### src/core/asfl_pkg.sv
// constants and types of the converter status-flag logic
// Behaviour
// - data read plus busy end sets general overrun
// - disable elsewhere never masks a channel overrun
// - channel or last-data read clears completion flag
// - status read clears channel overrun despite a new end on a channel already read
// - channel disabled mid-conversion never raises completion
// - channel data read clears only own flag
// - idle sleep request waits for next conversion end
// - only last-data read clears result ready
// - one general overrun flag, status read updates
package asfl_pkg;

  // ****************************************************************
  // sizes
  // ****************************************************************
  localparam int ASFL_NCH = 8;
  localparam int ASFL_CHW = 3;
  localparam int ASFL_DW  = 10;
  localparam int ASFL_AW  = 8;
  localparam int ASFL_NIRQ = 3;

  // ****************************************************************
  // register offsets
  // ****************************************************************
  localparam logic [7:0] ASFL_OFF_CTRL    = 8'h00;
  localparam logic [7:0] ASFL_OFF_MODE    = 8'h04;
  localparam logic [7:0] ASFL_OFF_CHEN    = 8'h10;
  localparam logic [7:0] ASFL_OFF_CHDIS   = 8'h14;
  localparam logic [7:0] ASFL_OFF_CHSR    = 8'h18;
  localparam logic [7:0] ASFL_OFF_STATUS  = 8'h1C;
  localparam logic [7:0] ASFL_OFF_LAST_CONVERTED_DATA_REGISTER    = 8'h20;
  localparam logic [7:0] ASFL_OFF_INT_ST  = 8'h24;
  localparam logic [7:0] ASFL_OFF_INT_CLR = 8'h28;
  localparam logic [7:0] ASFL_OFF_INT_EN  = 8'h2C;
  localparam logic [7:0] ASFL_OFF_CDR0    = 8'h30;

  // ****************************************************************
  // field positions
  // ****************************************************************
  localparam int ASFL_CTRL_START = 1;
  localparam int ASFL_MODE_SLEEP = 5;
  localparam int ASFL_ST_OVR_LSB = 8;
  localparam int ASFL_ST_RDY     = 16;
  localparam int ASFL_ST_GOVR    = 17;
  localparam int ASFL_LAST_CONVERTED_DATA_REGISTER_CH_LSB = 16;
  localparam int ASFL_IRQ_END    = 0;
  localparam int ASFL_IRQ_OVR    = 1;
  localparam int ASFL_IRQ_GOVR   = 2;

  // ****************************************************************
  // reset values
  // ****************************************************************
  localparam logic [31:0] ASFL_RST_WORD = 32'h0000_0000;
  localparam logic        ASFL_RST_BIT  = 1'b0;

  // ****************************************************************
  // types
  // ****************************************************************
  typedef struct packed {
    logic                valid;
    logic [ASFL_CHW-1:0] chan;
    logic [ASFL_DW-1:0]  data;
  } asfl_conv_end_t;

  typedef enum logic [0:0] {
    ASFL_PWR_ON,
    ASFL_PWR_SLEEP
  } asfl_pwr_t;

endpackage

### src/core/asfl_chan_flags.sv
// per-channel completion and overrun flags
`timescale 1ns/1ps
module asfl_chan_flags (
  // clock and reset
  input  wire logic pclk,
  input  wire logic presetn,
  // events
  input  wire logic end_ok,
  input  wire logic rd_own,
  input  wire logic rd_last_own,
  input  wire logic rd_status,
  // flags
  output logic      eoc,
  output logic      ovr
);

  logic next_eoc;
  logic next_ovr;

  // set wins over any read that lands in the same cycle
  assign next_eoc = end_ok ? 1'b1 :
                    (rd_own | rd_last_own) ? 1'b0 :
                    eoc;

  // overrun needs the old completion flag, so a cleared flag
  // lets a status read win even against a fresh end
  assign next_ovr = (end_ok & eoc) ? 1'b1 :
                    rd_status ? 1'b0 :
                    ovr;

  always_ff @(posedge pclk or negedge presetn) begin
    if (!presetn) begin
      eoc <= asfl_pkg::ASFL_RST_BIT;
      ovr <= asfl_pkg::ASFL_RST_BIT;
    end else begin
      eoc <= next_eoc;
      ovr <= next_ovr;
    end
  end

endmodule

### src/core/asfl_irq.sv
// sticky interrupt status with write-one clear and enable
`timescale 1ns/1ps
module asfl_irq #(
  parameter int N = asfl_pkg::ASFL_NIRQ
) (
  // clock and reset
  input  wire logic         pclk,
  input  wire logic         presetn,
  // events and software control
  input  wire logic [N-1:0] event_in,
  input  wire logic [N-1:0] clear_in,
  input  wire logic         en_wr,
  input  wire logic [N-1:0] en_data,
  // state
  output logic      [N-1:0] status,
  output logic      [N-1:0] enable,
  output logic              irq
);

  logic [N-1:0] next_status;

  // a clear meeting an event keeps the bit
  assign next_status = event_in | (status & ~clear_in);

  always_ff @(posedge pclk or negedge presetn) begin
    if (!presetn) begin
      status <= '0;
      enable <= '0;
      irq    <= 1'b0;
    end else begin
      status <= next_status;
      if (en_wr) begin
        enable <= en_data;
      end
      irq    <= |(next_status & (en_wr ? en_data : enable));
    end
  end

endmodule

### src/core/asfl_top.sv
// converter status-flag logic with apb register slave
//
// Added by the designer: the address map and the APB register port.
`timescale 1ns/1ps
module asfl_top #(
  parameter int NCH = asfl_pkg::ASFL_NCH
) (
  // clock and reset
  input  wire logic                         pclk,
  input  wire logic                         presetn,
  // apb slave
  input  wire logic                         psel,
  input  wire logic                         penable,
  input  wire logic                         pwrite,
  input  wire logic [asfl_pkg::ASFL_AW-1:0] paddr,
  input  wire logic [31:0]                  pwdata,
  output logic      [31:0]                  prdata,
  output logic                              pready,
  output logic                              pslverr,
  // converter core
  input  wire asfl_pkg::asfl_conv_end_t     conv_end,
  output logic                              conv_start,
  output logic                              low_power,
  // interrupt
  output logic                              irq
);

  // ****************************************************************
  // apb handshake
  // ****************************************************************
  // one wait state so read data leaves a flip-flop
  logic access;
  logic fire;
  logic wr_fire;
  logic rd_fire;
  logic next_pready;

  assign access      = psel & penable;
  assign fire        = access & pready;
  assign wr_fire     = fire & pwrite;
  assign rd_fire     = fire & ~pwrite;
  assign next_pready = access & ~pready;

  // ****************************************************************
  // address decode
  // ****************************************************************
  logic       hit_ctrl;
  logic       hit_mode;
  logic       hit_chen;
  logic       hit_chdis;
  logic       hit_chsr;
  logic       hit_status;
  logic       hit_last_converted_data_register;
  logic       hit_int_st;
  logic       hit_int_clr;
  logic       hit_int_en;
  logic [7:0] cdr_off;
  logic [5:0] cdr_idx;
  logic       hit_cdr;
  logic       mapped;

  assign hit_ctrl    = paddr == asfl_pkg::ASFL_OFF_CTRL;
  assign hit_mode    = paddr == asfl_pkg::ASFL_OFF_MODE;
  assign hit_chen    = paddr == asfl_pkg::ASFL_OFF_CHEN;
  assign hit_chdis   = paddr == asfl_pkg::ASFL_OFF_CHDIS;
  assign hit_chsr    = paddr == asfl_pkg::ASFL_OFF_CHSR;
  assign hit_status  = paddr == asfl_pkg::ASFL_OFF_STATUS;
  assign hit_last_converted_data_register    = paddr == asfl_pkg::ASFL_OFF_LAST_CONVERTED_DATA_REGISTER;
  assign hit_int_st  = paddr == asfl_pkg::ASFL_OFF_INT_ST;
  assign hit_int_clr = paddr == asfl_pkg::ASFL_OFF_INT_CLR;
  assign hit_int_en  = paddr == asfl_pkg::ASFL_OFF_INT_EN;
  assign cdr_off     = paddr - asfl_pkg::ASFL_OFF_CDR0;
  assign cdr_idx     = cdr_off[7:2];
  assign hit_cdr     = (paddr >= asfl_pkg::ASFL_OFF_CDR0)
                     & (paddr[1:0] == 2'h0)
                     & (int'(cdr_idx) < NCH);
  assign mapped      = hit_ctrl | hit_mode | hit_chen | hit_chdis
                     | hit_chsr | hit_status | hit_last_converted_data_register | hit_int_st
                     | hit_int_clr | hit_int_en | hit_cdr;

  // ****************************************************************
  // software-written control
  // ****************************************************************
  logic [NCH-1:0] chan_en;
  logic [NCH-1:0] dis_now;
  logic [NCH-1:0] next_chan_en;
  logic           sleep_sel;
  logic           start_wr;

  assign dis_now      = (wr_fire & hit_chdis) ? pwdata[NCH-1:0]
                                              : '0;
  assign next_chan_en = ((wr_fire & hit_chen) ? pwdata[NCH-1:0]
                                              : '0)
                      | (chan_en & ~dis_now);
  assign start_wr     = wr_fire & hit_ctrl
                      & pwdata[asfl_pkg::ASFL_CTRL_START];

  always_ff @(posedge pclk or negedge presetn) begin
    if (!presetn) begin
      chan_en    <= '0;
      sleep_sel  <= asfl_pkg::ASFL_RST_BIT;
      conv_start <= asfl_pkg::ASFL_RST_BIT;
    end else begin
      chan_en    <= next_chan_en;
      conv_start <= start_wr;
      if (wr_fire & hit_mode) begin
        sleep_sel <= pwdata[asfl_pkg::ASFL_MODE_SLEEP];
      end
    end
  end

  // ****************************************************************
  // conversion end qualification
  // ****************************************************************
  // a channel turned off before or at its end stores nothing
  logic [NCH-1:0] end_hit;
  logic [NCH-1:0] end_ok;
  logic           any_end;

  assign any_end = |end_ok;

  // ****************************************************************
  // register reads with side effects
  // ****************************************************************
  logic [NCH-1:0] rd_cdr;
  logic           rd_last_converted_data_register;
  logic           rd_status;

  assign rd_last_converted_data_register   = rd_fire & hit_last_converted_data_register;
  assign rd_status = rd_fire & hit_status;

  // ****************************************************************
  // last result
  // ****************************************************************
  logic [asfl_pkg::ASFL_DW-1:0]  last_data;
  logic [asfl_pkg::ASFL_CHW-1:0] last_chan;

  always_ff @(posedge pclk or negedge presetn) begin
    if (!presetn) begin
      last_data <= '0;
      last_chan <= '0;
    end else if (any_end) begin
      last_data <= conv_end.data;
      last_chan <= conv_end.chan;
    end
  end

  // ****************************************************************
  // per-channel flags and results
  // ****************************************************************
  logic [NCH-1:0]               eoc;
  logic [NCH-1:0]               ovr;
  logic [asfl_pkg::ASFL_DW-1:0] chan_data [NCH];
  logic [NCH-1:0]               new_ovr;

  genvar gi;
  generate
    for (gi = 0; gi < NCH; gi++) begin : g_chan
      logic rd_last_own;

      assign end_hit[gi] = conv_end.valid
                         & (int'(conv_end.chan) == gi);
      assign end_ok[gi]  = end_hit[gi] & chan_en[gi]
                         & ~dis_now[gi];
      // own index only, never a neighbour
      assign rd_cdr[gi]  = rd_fire & hit_cdr
                         & (int'(cdr_idx) == gi);
      assign rd_last_own = rd_last_converted_data_register
                         & (int'(last_chan) == gi);
      assign new_ovr[gi] = end_ok[gi] & eoc[gi];

      asfl_chan_flags u_flags (
        .pclk        (pclk),
        .presetn     (presetn),
        .end_ok      (end_ok[gi]),
        .rd_own      (rd_cdr[gi]),
        .rd_last_own (rd_last_own),
        .rd_status   (rd_status),
        .eoc         (eoc[gi]),
        .ovr         (ovr[gi])
      );

      always_ff @(posedge pclk or negedge presetn) begin
        if (!presetn) begin
          chan_data[gi] <= '0;
        end else if (end_ok[gi]) begin
          chan_data[gi] <= conv_end.data;
        end
      end
    end
  endgenerate

  // ****************************************************************
  // global ready and general overrun
  // ****************************************************************
  logic result_ready_flag;
  logic general_overrun_flag;
  logic next_ready;
  logic next_govr;
  logic govr_event;

  // channel data reads do not touch ready
  assign next_ready = any_end ? 1'b1 :
                      rd_last_converted_data_register ? 1'b0 :
                      result_ready_flag;
  // ready still set at an end means a result was lost,
  // whatever read or disable of another channel hits the same cycle
  assign govr_event = any_end & result_ready_flag;
  assign next_govr  = govr_event ? 1'b1 :
                      rd_status ? 1'b0 :
                      general_overrun_flag;

  always_ff @(posedge pclk or negedge presetn) begin
    if (!presetn) begin
      result_ready_flag    <= asfl_pkg::ASFL_RST_BIT;
      general_overrun_flag <= asfl_pkg::ASFL_RST_BIT;
    end else begin
      result_ready_flag    <= next_ready;
      general_overrun_flag <= next_govr;
    end
  end

  // ****************************************************************
  // sleep control
  // ****************************************************************
  // the switch into sleep only acts on a conversion end, so an idle
  // request waits; software starts one conversion to get there
  asfl_pkg::asfl_pwr_t pwr;
  asfl_pkg::asfl_pwr_t next_pwr;

  always_comb begin
    next_pwr = pwr;
    case (pwr)
      asfl_pkg::ASFL_PWR_ON: begin
        if (sleep_sel & conv_end.valid) begin
          next_pwr = asfl_pkg::ASFL_PWR_SLEEP;
        end
      end
      asfl_pkg::ASFL_PWR_SLEEP: begin
        if (start_wr | ~sleep_sel) begin
          next_pwr = asfl_pkg::ASFL_PWR_ON;
        end
      end
      default: begin
        next_pwr = asfl_pkg::ASFL_PWR_ON;
      end
    endcase
  end

  always_ff @(posedge pclk or negedge presetn) begin
    if (!presetn) begin
      pwr       <= asfl_pkg::ASFL_PWR_ON;
      low_power <= asfl_pkg::ASFL_RST_BIT;
    end else begin
      pwr       <= next_pwr;
      low_power <= next_pwr == asfl_pkg::ASFL_PWR_SLEEP;
    end
  end

  // ****************************************************************
  // interrupts
  // ****************************************************************
  logic [asfl_pkg::ASFL_NIRQ-1:0] irq_event;
  logic [asfl_pkg::ASFL_NIRQ-1:0] irq_clear;
  logic [asfl_pkg::ASFL_NIRQ-1:0] irq_status;
  logic [asfl_pkg::ASFL_NIRQ-1:0] irq_enable;

  assign irq_event[asfl_pkg::ASFL_IRQ_END]  = any_end;
  assign irq_event[asfl_pkg::ASFL_IRQ_OVR]  = |new_ovr;
  assign irq_event[asfl_pkg::ASFL_IRQ_GOVR] = govr_event;
  assign irq_clear = (wr_fire & hit_int_clr)
                   ? pwdata[asfl_pkg::ASFL_NIRQ-1:0] : '0;

  asfl_irq #(
    .N (asfl_pkg::ASFL_NIRQ)
  ) u_irq (
    .pclk     (pclk),
    .presetn  (presetn),
    .event_in (irq_event),
    .clear_in (irq_clear),
    .en_wr    (wr_fire & hit_int_en),
    .en_data  (pwdata[asfl_pkg::ASFL_NIRQ-1:0]),
    .status   (irq_status),
    .enable   (irq_enable),
    .irq      (irq)
  );

  // ****************************************************************
  // read data
  // ****************************************************************
  logic [31:0] status_word;
  logic [31:0] last_converted_data_register_word;
  logic [31:0] cdr_word;
  logic [31:0] rd_value;

  assign status_word = {14'h0000, general_overrun_flag,
                        result_ready_flag,
                        8'(ovr), 8'(eoc)};
  assign last_converted_data_register_word   = {13'h0000, last_chan,
                        6'h00, last_data};
  assign cdr_word    = {22'h00_0000,
                        chan_data[hit_cdr ? cdr_idx[2:0] : 3'h0]};
  assign rd_value    = hit_mode   ? (32'h0000_0001
                                     << asfl_pkg::ASFL_MODE_SLEEP)
                                    & {32{sleep_sel}} :
                       hit_chsr   ? 32'(chan_en) :
                       hit_status ? status_word :
                       hit_last_converted_data_register   ? last_converted_data_register_word :
                       hit_int_st ? 32'(irq_status) :
                       hit_int_en ? 32'(irq_enable) :
                       hit_cdr    ? cdr_word :
                       asfl_pkg::ASFL_RST_WORD;

  always_ff @(posedge pclk or negedge presetn) begin
    if (!presetn) begin
      pready  <= 1'b0;
      pslverr <= 1'b0;
      prdata  <= asfl_pkg::ASFL_RST_WORD;
    end else begin
      pready  <= next_pready;
      pslverr <= next_pready & ~mapped;
      if (next_pready & ~pwrite) begin
        prdata <= rd_value;
      end
    end
  end

endmodule

### config.mk
export PLATFORM = sky130hd
export DESIGN_NAME = asfl_top
export DESIGN_NICKNAME = d
export VERILOG_FILES = /design/src/core/asfl_pkg.sv /design/src/core/asfl_chan_flags.sv /design/src/core/asfl_irq.sv /design/src/core/asfl_top.sv
export SDC_FILE = /design/constraint.sdc
export NUM_CORES = 1
export LEC_CHECK = 0
export BUFFER_PORTS_ARGS = -buffer_cell sky130_fd_sc_hd__buf_2
export CORE_UTILIZATION = 55
export CTS_CLUSTER_SIZE = 8
export DETAILED_ROUTE_END_ITERATION = 10
export PLACE_DENSITY = 0.77
export SLEW_MARGIN = 20
export SYNTH_ARGS = -nofsm -noshare
export SYNTH_HDL_FRONTEND = slang
export SYNTH_SLANG_ARGS = --single-unit
### constraint.sdc
create_clock -name pclk -period 7.2 [get_ports pclk]
set_input_delay 0.36 -clock pclk [delete_from_list [all_inputs] [get_ports pclk]]
set_output_delay 0.36 -clock pclk [all_outputs]
set_load 0.1 [all_outputs]
==> results.yml, run 1 <==
synth:
  syn_area_mm2: 0.00731
  ys_seq_area_share_pct: 51.3
  synth_cell_types: 65
  syn_area_per_cell_um2: 12.0
  ys_top_cells_by_count: "dfrtp_1 (150), mux2_2 (95), nand2_1 (48), a22o_1 (27), clkbuf_1 (23)"
  synth_enable_flop_cells: 0
  ys_top_cells_by_area: "dfrtp_1 (51%), mux2_2 (15%), a22o_1 (3.2%)"
  synth_top_area_cell: "dfrtp_1"
  synth_ff_type: "dfrtp_1"
  synthCells: 611
  yosysMostFrequentCell: "dfrtp_1"
  synth_seq_cells: 150
  synth_top_area_share_pct: 51.3
  synthArstFlopShare_pct: 100
  yosys_warnings: 0
cts:
  htreeDepth: 4
  cts-buffers-inserted: 17
  clock_latency_ps: 430
  cts.sinks: 150
  cts_root_buf: "clkbuf_16"
  clkSlewWorstSetupHoldPaths_ps: 60
  cts_tree: "yes"
  clock_path_buffers: 2
cells_and_area:
  area_growth_pct: 14.6
  antennaDiodeCount: 0
  final_util_pct: 65.6
  drive_gt1_share_pct: 32.5
  layout.nets: 732
timing:
  max_slew_margin_pct: 22.8
  fin_skew_ps: 5.72
  worstMarginPinSlew_ps: 1140
  period_needed_ps: 3670
  fmax_ghz: 0.272
  rsz0062_at_grt: "no"
  setup_viol: 0
  hold_violations: 0
  fin_setup_tns_ps: 0
  maxSlewViolCount: 0
  period_share_pct: 51.0
route:
  wl_mm: 18.7
  avgViaCountPerCell: 6.41
  vias: 5465
  wl_per_cell_um: 22.0
  firstDrtPassIters: 6
  drc: 0
  first_iter_violations: 469
  antenna_left: 0
critical_path:
  cp-start-kind: "register"
  path_max_fanout: 21
  slowest_stage: "or3_1"
  worst_path_most_repeated_cell: "buf_4"
  endpoint_kind: "register"
  arrival_ps: 3990
  startpoint: "pready"
  critPathMaxStageDelay_ps: 770
  cp_cell_sequence: "nand4_1, nor4_4, buf_4, a21oi_1, buf_4, or4_4, or3_1, mux2_4"
  r2r_start: "pready"
  critical_path_class: "register to register"
  critPathRequiredTime_ps: 7510
floorplanning:
  die_x_um: 117
  core_area_mm2: 0.0128
  initial_core_util_pct: 57.2
  rows: 41
  fp.dieH_um: 117
  fp.dieArea_mm2: 0.0138
  num_io_pins: 96
pwr:
  powerDensity_mw_per_mm2: 235
  p_leak_nw: 4.06
  irDropWorstVdd_v: 0.000219
global_routing:
  antenna_found_initial: 0
  grt_usage_pct: 29.0
  grt_max_degree: 84
  gr-total-overflow: 0
  grt_pass1_vias: 5575
  grt_pass1_wl_mm: 30.3
place:
  hpwl_mm: 12.6
  port-buffer-count: 58
  gp_congestion: 0.936
outcome:
  status: "finished clean"
run:
  maxCapViolCount: 0
worst_hold_path:
  hold_class: "input port to register"
  hold_path.startpoint: "pwdata[7]"
[cell type report]
cell class	instances	area (um^2)
Clock buffer	20	467
Clock inverter	12	173
Fill cell	963	4390
Inverter	13	48.8
Multi-Input combinational cell	416	3330
Sequential cell	150	3750
Tap cell	172	215
Timing Repair Buffer	70	393
[worst paths after layout]
path	end	slack [ps]	cells past startpoint
worst min register to register	g_chan[3].u_flags.ovr	490	1
min in group asynchronous	prdata[13]	510	2
worst max-delay path	last_data[6]	3530	8
worst min-delay path	chan_en[7]	180	2
max in group asynchronous	prdata[4]	5540	3
worst max register to register	last_data[6]	3530	8
[where the power goes]
group	internal, W	total, W	switching [W]
combinational	0.0000325	0.000157	0.000124
sequential	0.000853	0.000860	0.00000736
clock	0.000606	0.000956	0.000349
[cells by family after synthesis]
family | count (synthesis) | synth area share, %
flops | 150 | 51.3
compound gates | 147 | 15.2
simple gates | 136 | 9.57
mux | 115 | 19.3
buf+inv | 57 | 3.78
fa+ha+maj | 5 | 0.856
other cells | 1 | 0.0513
[worst max-delay path, delay by kind of cell, from the launching register on]
family                 cells  cell delay, ps
flip-flops                 1             480
AO/OA/AOI/OAI              1             100
AND/OR/NAND/NOR            4            2010
multiplexers               1             430
buffers and inverters      2             520
[metrics by stage]
| stage | total power [W] | cells | cell area (um^2) | hold slack [ps] | setup WS [ps] |
|---|---|---|---|---|---|
| after global routing | 0.00203 | 853 | 8380 | 173 | 3400 |
| after CTS | 0.00198 | 853 | 8370 | 169 | 3580 |
| after global placement | 0.00103 | 820 | 7720 | 391 | 3180 |
| final | 0.00197 | 853 | 8380 | 179 | 3530 |
| after floorplan | 0.000978 | 623 | 7360 | 64.4 | 3650 |
| after detailed placement | 0.00103 | 820 | 7720 | 398 | 3140 |
[placed cells by master (no fill, tap or decap), types with 4 or more instances in the layout]
cell	n
o221ai_1	9
o21ai_0	12
nand2b_1	10
a31oi_1	7
a31o_2	4
clkinv_2	4
a21o_1	8
a221o_1	4
a311oi_1	4
nand3_1	14
nor2_1	16
clkbuf_16	17
mux2i_1	6
a211oi_1	5
ha_1	5
bufinv_16	4
nand2_1	48
a21boi_0	5
dfrtp_1	150
buf_2	57
nor3_1	10
inv_1	12
a21oi_1	21
conb_1	13
o31ai_1	6
mux2_2	95
mux2_4	5
mux4_2	9
or3_1	7
buf_4	10
nand4_1	5
a22o_1	27
nor2b_1	5
o211ai_1	9
a221oi_1	6
[repair_timing]
| item | in CTS | in global routing |
|---|---|---|
| setup buffers | 0 | 0 |
| hold buffers | 1 | 0 |
| hold endpoints to repair | 67 | 0 |
| gates resized for setup | 0 | 0 |
[registers in the layout, indices dropped and copies added, names as in the netlist, 8 cells and up]
| name | cells |
|---|---|
| chan_en | 8 |
| g_chan.u_flags.ovr | 8 |
| last_data | 10 |
| prdata | 19 |
| g_chan.u_flags.eoc | 8 |
| chan_data | 80 |
[routing by layer]
layer / GRT usage (%) / wire length [um] / up-vias
li1: - / - / 2394
met1: 37.9 / 7600 / 2769
met2: 45.6 / 9010 / 256
met3: 6.52 / 1430 / 46
met4: 14.6 / 689 / 0
met5: 0 / 0 / -
(Power assumes the default switching activity.)
==> run 2, diff against run 1 <==
==> constraint.sdc (replaced) <==
create_clock -name pclk -period 3.5 [get_ports pclk]
set_input_delay 0.175 -clock pclk [delete_from_list [all_inputs] [get_ports pclk]]
set_output_delay 0.175 -clock pclk [all_outputs]
set_load 0.1 [all_outputs]
==> run 2 against run 1 <==
Against the previous run: final area rose by 1.5%; register-to-register slack got worse by 3200 ps; combinational power increased by 110%; setup slack got worse by 3200 ps; critical path type unchanged; largest power group unchanged.
==> results.yml, run 2 (synthesized netlist as in run 1, its figures left out) <==
cts:
  clkSlewWorstSetupHoldPaths_ps: 60
  ctsResizeCount: 0
  cts_root_buf: "clkbuf_16"
  cts.sinks: 150
  cts_tree: "yes"
  cts_setup_buffers: 0
  clock_path_buffers: 2
  cts-buffers-inserted: 17
  clock_latency_ps: 430
  htreeDepth: 4
global_routing:
  grt_pass1_vias: 5769
  gr-total-overflow: 0
  antenna_found_initial: 0
  grt_pass1_wl_mm: 32.2
  grt_usage_pct: 30.7
  grt_max_degree: 96
cells_and_area:
  antennaDiodeCount: 0
  reg.largest.list: "chan_data (80), prdata (19), last_data (10)"
  fin_cells: 869
  regMostFlops: "chan_data"
  final_cell_mix: "dfrtp_1 (149), mux2_2 (95), buf_2 (57)"
  design_area_mm2: 0.00851
  drive_gt1_share_pct: 33.6
  largest_register_ffs: 80
  layout.nets: 748
  final_common_cell: "dfrtp_1"
  final_util_pct: 66.6
  area_growth_pct: 16.4
floorplanning:
  fp.dieH_um: 117
  rows: 41
  fp.dieArea_mm2: 0.0138
  num_io_pins: 96
  core_area_mm2: 0.0128
  die_x_um: 117
  initial_core_util_pct: 57.2
pwr:
  p_int_w: 0.00306
  powerDensity_mw_per_mm2: 477
  p_comb_share_pct: 8.2
  swShare_pct: 24.6
  power_frac_clock_pct: 48.1
  pwr-share-seq_pct: 43.6
  irDropWorstVdd_v: 0.000302
  p_leak_nw: 4.13
  p_switching_w: 0.000996
worst_hold_path:
  hold_class: "input port to register"
  hold_depth: 2
route:
  avgViaCountPerCell: 6.43
  drc: 0
  first_iter_violations: 448
  wl_mm: 20.0
  antenna_left: 0
  vias: 5591
  wl_per_cell_um: 23.0
  firstDrtPassIters: 7
critical_path:
  endpoint_kind: "register"
  slowest_stage: "or4_4"
  path_max_fanout: 17
  arrival_ps: 3480
  critPathBufInv: 2
  cp_top_family: "simple AND/OR/NAND/NOR gates"
  critical_path_class: "register to register"
  rr_worst_depth: 8
  critPathMaxStageDelay_ps: 510
  critPathRequiredTime_ps: 3810
  crit_cells: 8
  cp_cell_sequence: "nand4_1, nor4_4, buf_4, a21oi_2, or4_4, or3_1, buf_4, mux2_4"
  cp-start-kind: "register"
  worst_path_most_repeated_cell: "buf_4"
timing:
  max_slew_margin_pct: 36.8
  fin_hold_ws_ps: 24.6
  setup_viol: 0
  hold_violations: 0
  fmax_ghz: 0.316
  worstMarginPinSlew_ps: 948
  period_needed_ps: 3170
  maxSlewViolCount: 0
  period_share_pct: 90.6
  fin_skew_ps: 7.10
  fin_setup_tns_ps: 0
  rsz0062_at_grt: "no"
place:
  dp.cells: 834
  placed_area_mm2: 0.00785
  gp_congestion: 0.931
  port-buffer-count: 58
  hpwl_mm: 13.6
run:
  maxCapViolCount: 0
outcome:
  status: "finished clean"
run 2: changes by cell type in the layout (fill, tap and decap cells not counted), sizes merged:
cell	previous run	this run
clkinv	5	3
dlygate4sd3	1	3
buf	69	83
inv	14	13
clkinvlp	2	4
clkbuf	20	21
run 2: cell type report:
class,count,area [um^2]
Multi-Input combinational cell,416,3330
Clock buffer,21,460
Clock inverter,11,173
Tap cell,172,215
Fill cell,938,4260
Timing Repair Buffer,86,527
Inverter,13,48.8
Sequential cell,150,3750
run 2: final timing paths:
kind	slack (ps)	startpoint	end
max	330	pready	last_data[5]
min	20	conv_end[11]	last_chan[1]
max reg2reg	330	pready	last_data[5]
min reg2reg	480	g_chan[3].u_flags.ovr	g_chan[3].u_flags.ovr
max in group asynchronous	2260	presetn	chan_data[49]
min in group asynchronous	420	presetn	chan_data[24]
run 2: power by group through the flow:
stage                     combinational, W  sequential (W)  clock, W
after global placement            0.000321         0.00180         0
final                             0.000333         0.00177   0.00195
after floorplan                   0.000161         0.00185         0
after CTS                         0.000332         0.00177   0.00198
after detailed placement          0.000328         0.00180         0
after global routing              0.000353         0.00177   0.00205
run 2: what timing repair did:
item | CTS | global route
hold buffers | 3 | 0
endpoints found under the hold margin | 96 | 0
setup endpoints to repair | 0 | 0
run 2: metal layers:
metal  GRT usage, %  vias up  wire (um)
met5              0        -          0
met3           5.93       58       1220
met4           14.4        0        692
li1               -     2440          -
met1           39.4     2835       8320
met2           50.3      258       9770
run 2: per-stage QoR:
step / setup WS [ps] / total power [W]
after detailed placement: 186 / 0.00213
after floorplan: 343 / 0.00201
after CTS: 389 / 0.00408
after global routing: 244 / 0.00417
final: 330 / 0.00406
after global placement: 214 / 0.00212
==> run 3, diff against run 2 <==
--- a/config.mk
+++ b/config.mk
@@ -5,6 +5,7 @@
 export SDC_FILE = /design/constraint.sdc
 export NUM_CORES = 1
 export LEC_CHECK = 0
+export ABC_AREA = 1
 export BUFFER_PORTS_ARGS = -buffer_cell sky130_fd_sc_hd__buf_2
 export CORE_UTILIZATION = 55
 export CTS_CLUSTER_SIZE = 8
==> run 3 against run 2 <==
Against the previous run: synthesized cell count increased by 52%; critical path type unchanged; critical path depth increased by 1; area after synthesis decreased by 0.29%; largest cell class unchanged; utilization decreased by 1.4 points.
==> results.yml, run 3 <==
critical_path:
  cp-start-kind: "register"
  r2r_end: "prdata[4]"
  path_max_fanout: 21
  endpoint_kind: "register"
  arrival_ps: 3000
  critical_path_class: "register to register"
  r2r_setup_slack_ps: 870
  r2r_start: "pready"
  rr_worst_depth: 9
  critPathRequiredTime_ps: 3870
cts:
  postCtsHoldBufs: 1
  cts-buffers-inserted: 17
  cts_setup_buffers: 0
  clock_latency_ps: 430
  clock_path_buffers: 2
  cts_tree: "yes"
  cts.sinks: 150
  ctsResizeCount: 0
  cts_root_buf: "clkbuf_16"
  clkSlewWorstSetupHoldPaths_ps: 60
  htreeDepth: 4
floorplanning:
  core_area_mm2: 0.0128
  num_io_pins: 96
  die_x_um: 117
  fp.dieH_um: 117
  rows: 41
  initial_core_util_pct: 57.1
  fp.dieArea_mm2: 0.0137
worst_hold_path:
  hold_depth: 2
  hold_path_end: "chan_en[7]"
  hold_class: "input port to register"
  hold_path.startpoint: "pwdata[7]"
route:
  wl_per_cell_um: 16.8
  drc: 0
  firstDrtPassIters: 5
  vias: 6548
  avgViaCountPerCell: 5.60
  antenna_left: 0
  wl_mm: 19.6
  first_iter_violations: 616
outcome:
  status: "finished clean"
pwr:
  p_leak_nw: 4.18
  powerDensity_mw_per_mm2: 484
  irDropWorstVdd_v: 0.000316
place:
  gp_congestion: 0.929
  dp_worst_setup_slack_ps: 625
  hpwl_mm: 12.8
  port-buffer-count: 58
global_routing:
  antenna_found_initial: 0
  gr-total-overflow: 0
  grt_usage_pct: 31.6
  grt_pass1_wl_mm: 31.9
  grt_pass1_vias: 6242
  grt_max_degree: 99
synth:
  synth_top_area_share_pct: 51.5
  syn_area_per_cell_um2: 7.84
  ys_top_cells_by_area: "dfrtp_1 (51%), nand2_1 (17%), o21ai_0 (8.3%)"
  yosysMostFrequentCell: "nand2_1"
  ys_top_cells_by_count: "nand2_1 (325), dfrtp_1 (150), o21ai_0 (121), inv_1 (77), nand3_1 (48)"
  synth_ff_type: "dfrtp_1"
  yosys_warnings: 0
  synth_enable_flop_cells: 0
  synth_cell_types: 36
  ys_seq_area_share_pct: 51.5
  synth_top_area_cell: "dfrtp_1"
  synthCells: 930
  synth_seq_cells: 150
  syn_area_mm2: 0.00729
  synthArstFlopShare_pct: 100
timing:
  fin_skew_ps: 7.87
  period_needed_ps: 2630
  fin_ws_ps: 866
  period_share_pct: 75.2
  worstMarginPinSlew_ps: 901
  hold_violations: 0
  max_slew_margin_pct: 39.9
  setup_viol: 0
  fin_setup_tns_ps: 0
  rsz0062_at_grt: "no"
  maxSlewViolCount: 0
  fmax_ghz: 0.380
cells_and_area:
  reg.largest.list: "chan_data (80), prdata (19), last_data (10)"
  final_cell_mix: "nand2_1 (325), dfrtp_1 (150), o21ai_0 (121)"
  largest_register_ffs: 80
  area_growth_pct: 14.2
  antennaDiodeCount: 0
  drive_gt1_share_pct: 11.8
  regMostFlops: "chan_data"
  fillers: 1106
  layout.nets: 1048
  final_common_cell: "nand2_1"
run:
  maxCapViolCount: 0
## run 3: kinds of logic (layout without fill, tap and decap cells)
logic type	Yosys count	in the layout	share of synthesized area, %
other	1	13	0.0514
AO/OA/AOI/OAI	188	188	13.7
flip-flops	150	150	51.5
buffers and inverters	133	188	7.83
adder cells (fa/ha/maj)	5	5	0.858
AND/OR/NAND/NOR	453	453	26.0
## run 3: routing by layer
| metal | share of wire, % | vias up | global-route usage (%) |
|---|---|---|---|
| met5 | 0 | - | 0 |
| met4 | 4.0 | 0 | 16.1 |
| met3 | 8.1 | 62 | 8.65 |
| met2 | 46 | 304 | 50.1 |
| met1 | 42 | 3065 | 40.1 |
| li1 | - | 3117 | - |
## run 3: area by class of cell
cell class,count,area (um^2),area share (%)
clock buffers,18,439,5.27
clock inverters,14,174,2.09
inverters,83,312,3.74
multi-input cells,659,3010,36.2
flip-flops and latches,150,3750,45.1
well taps,172,215,2.58
repair buffers,73,424,5.09
## run 3: worst max path at each step
stage,slack [ps],to,from,cells after the start
after global routing,600,prdata[6],pready,9
final,870,prdata[4],pready,9
after CTS,940,prdata[6],pready,9
after global placement,670,prdata[9],paddr[4],18
after floorplan,1040,last_data[0],pready,10
after detailed placement,630,prdata[6],paddr[4],18
## run 3: metrics by stage
step,power [W],cell area [um^2],std cells,utilization (%),hold slack [ps]
2_1_floorplan,0.00206,7340,942,-,-121
3_3_place_gp,0.00216,7710,1136,60.3,344
6_report,0.00403,8330,1169,65.2,14.2
4_1_cts,0.00404,8330,1169,65.2,5.96
3_5_place_dp,0.00216,7710,1136,60.3,339
5_1_grt,0.00416,8330,1169,65.2,18.8
## run 3: worst max-delay path: stages (launching register included)
cell and delay (ps):
dfrtp_1 400, nor2_1 170, inv_1 90, nor2_1 230, inv_1 380, nor2_1 440, inv_1 230, a211oi_1 460
nand2_1 100, nand2_1 80
## run 3: where the power goes
group	total [W]	internal [W]	switching [W]
combinational	0.000335	0.0000659	0.000269
clock	0.00189	0.00114	0.000749
sequential	0.00180	0.00177	0.0000259
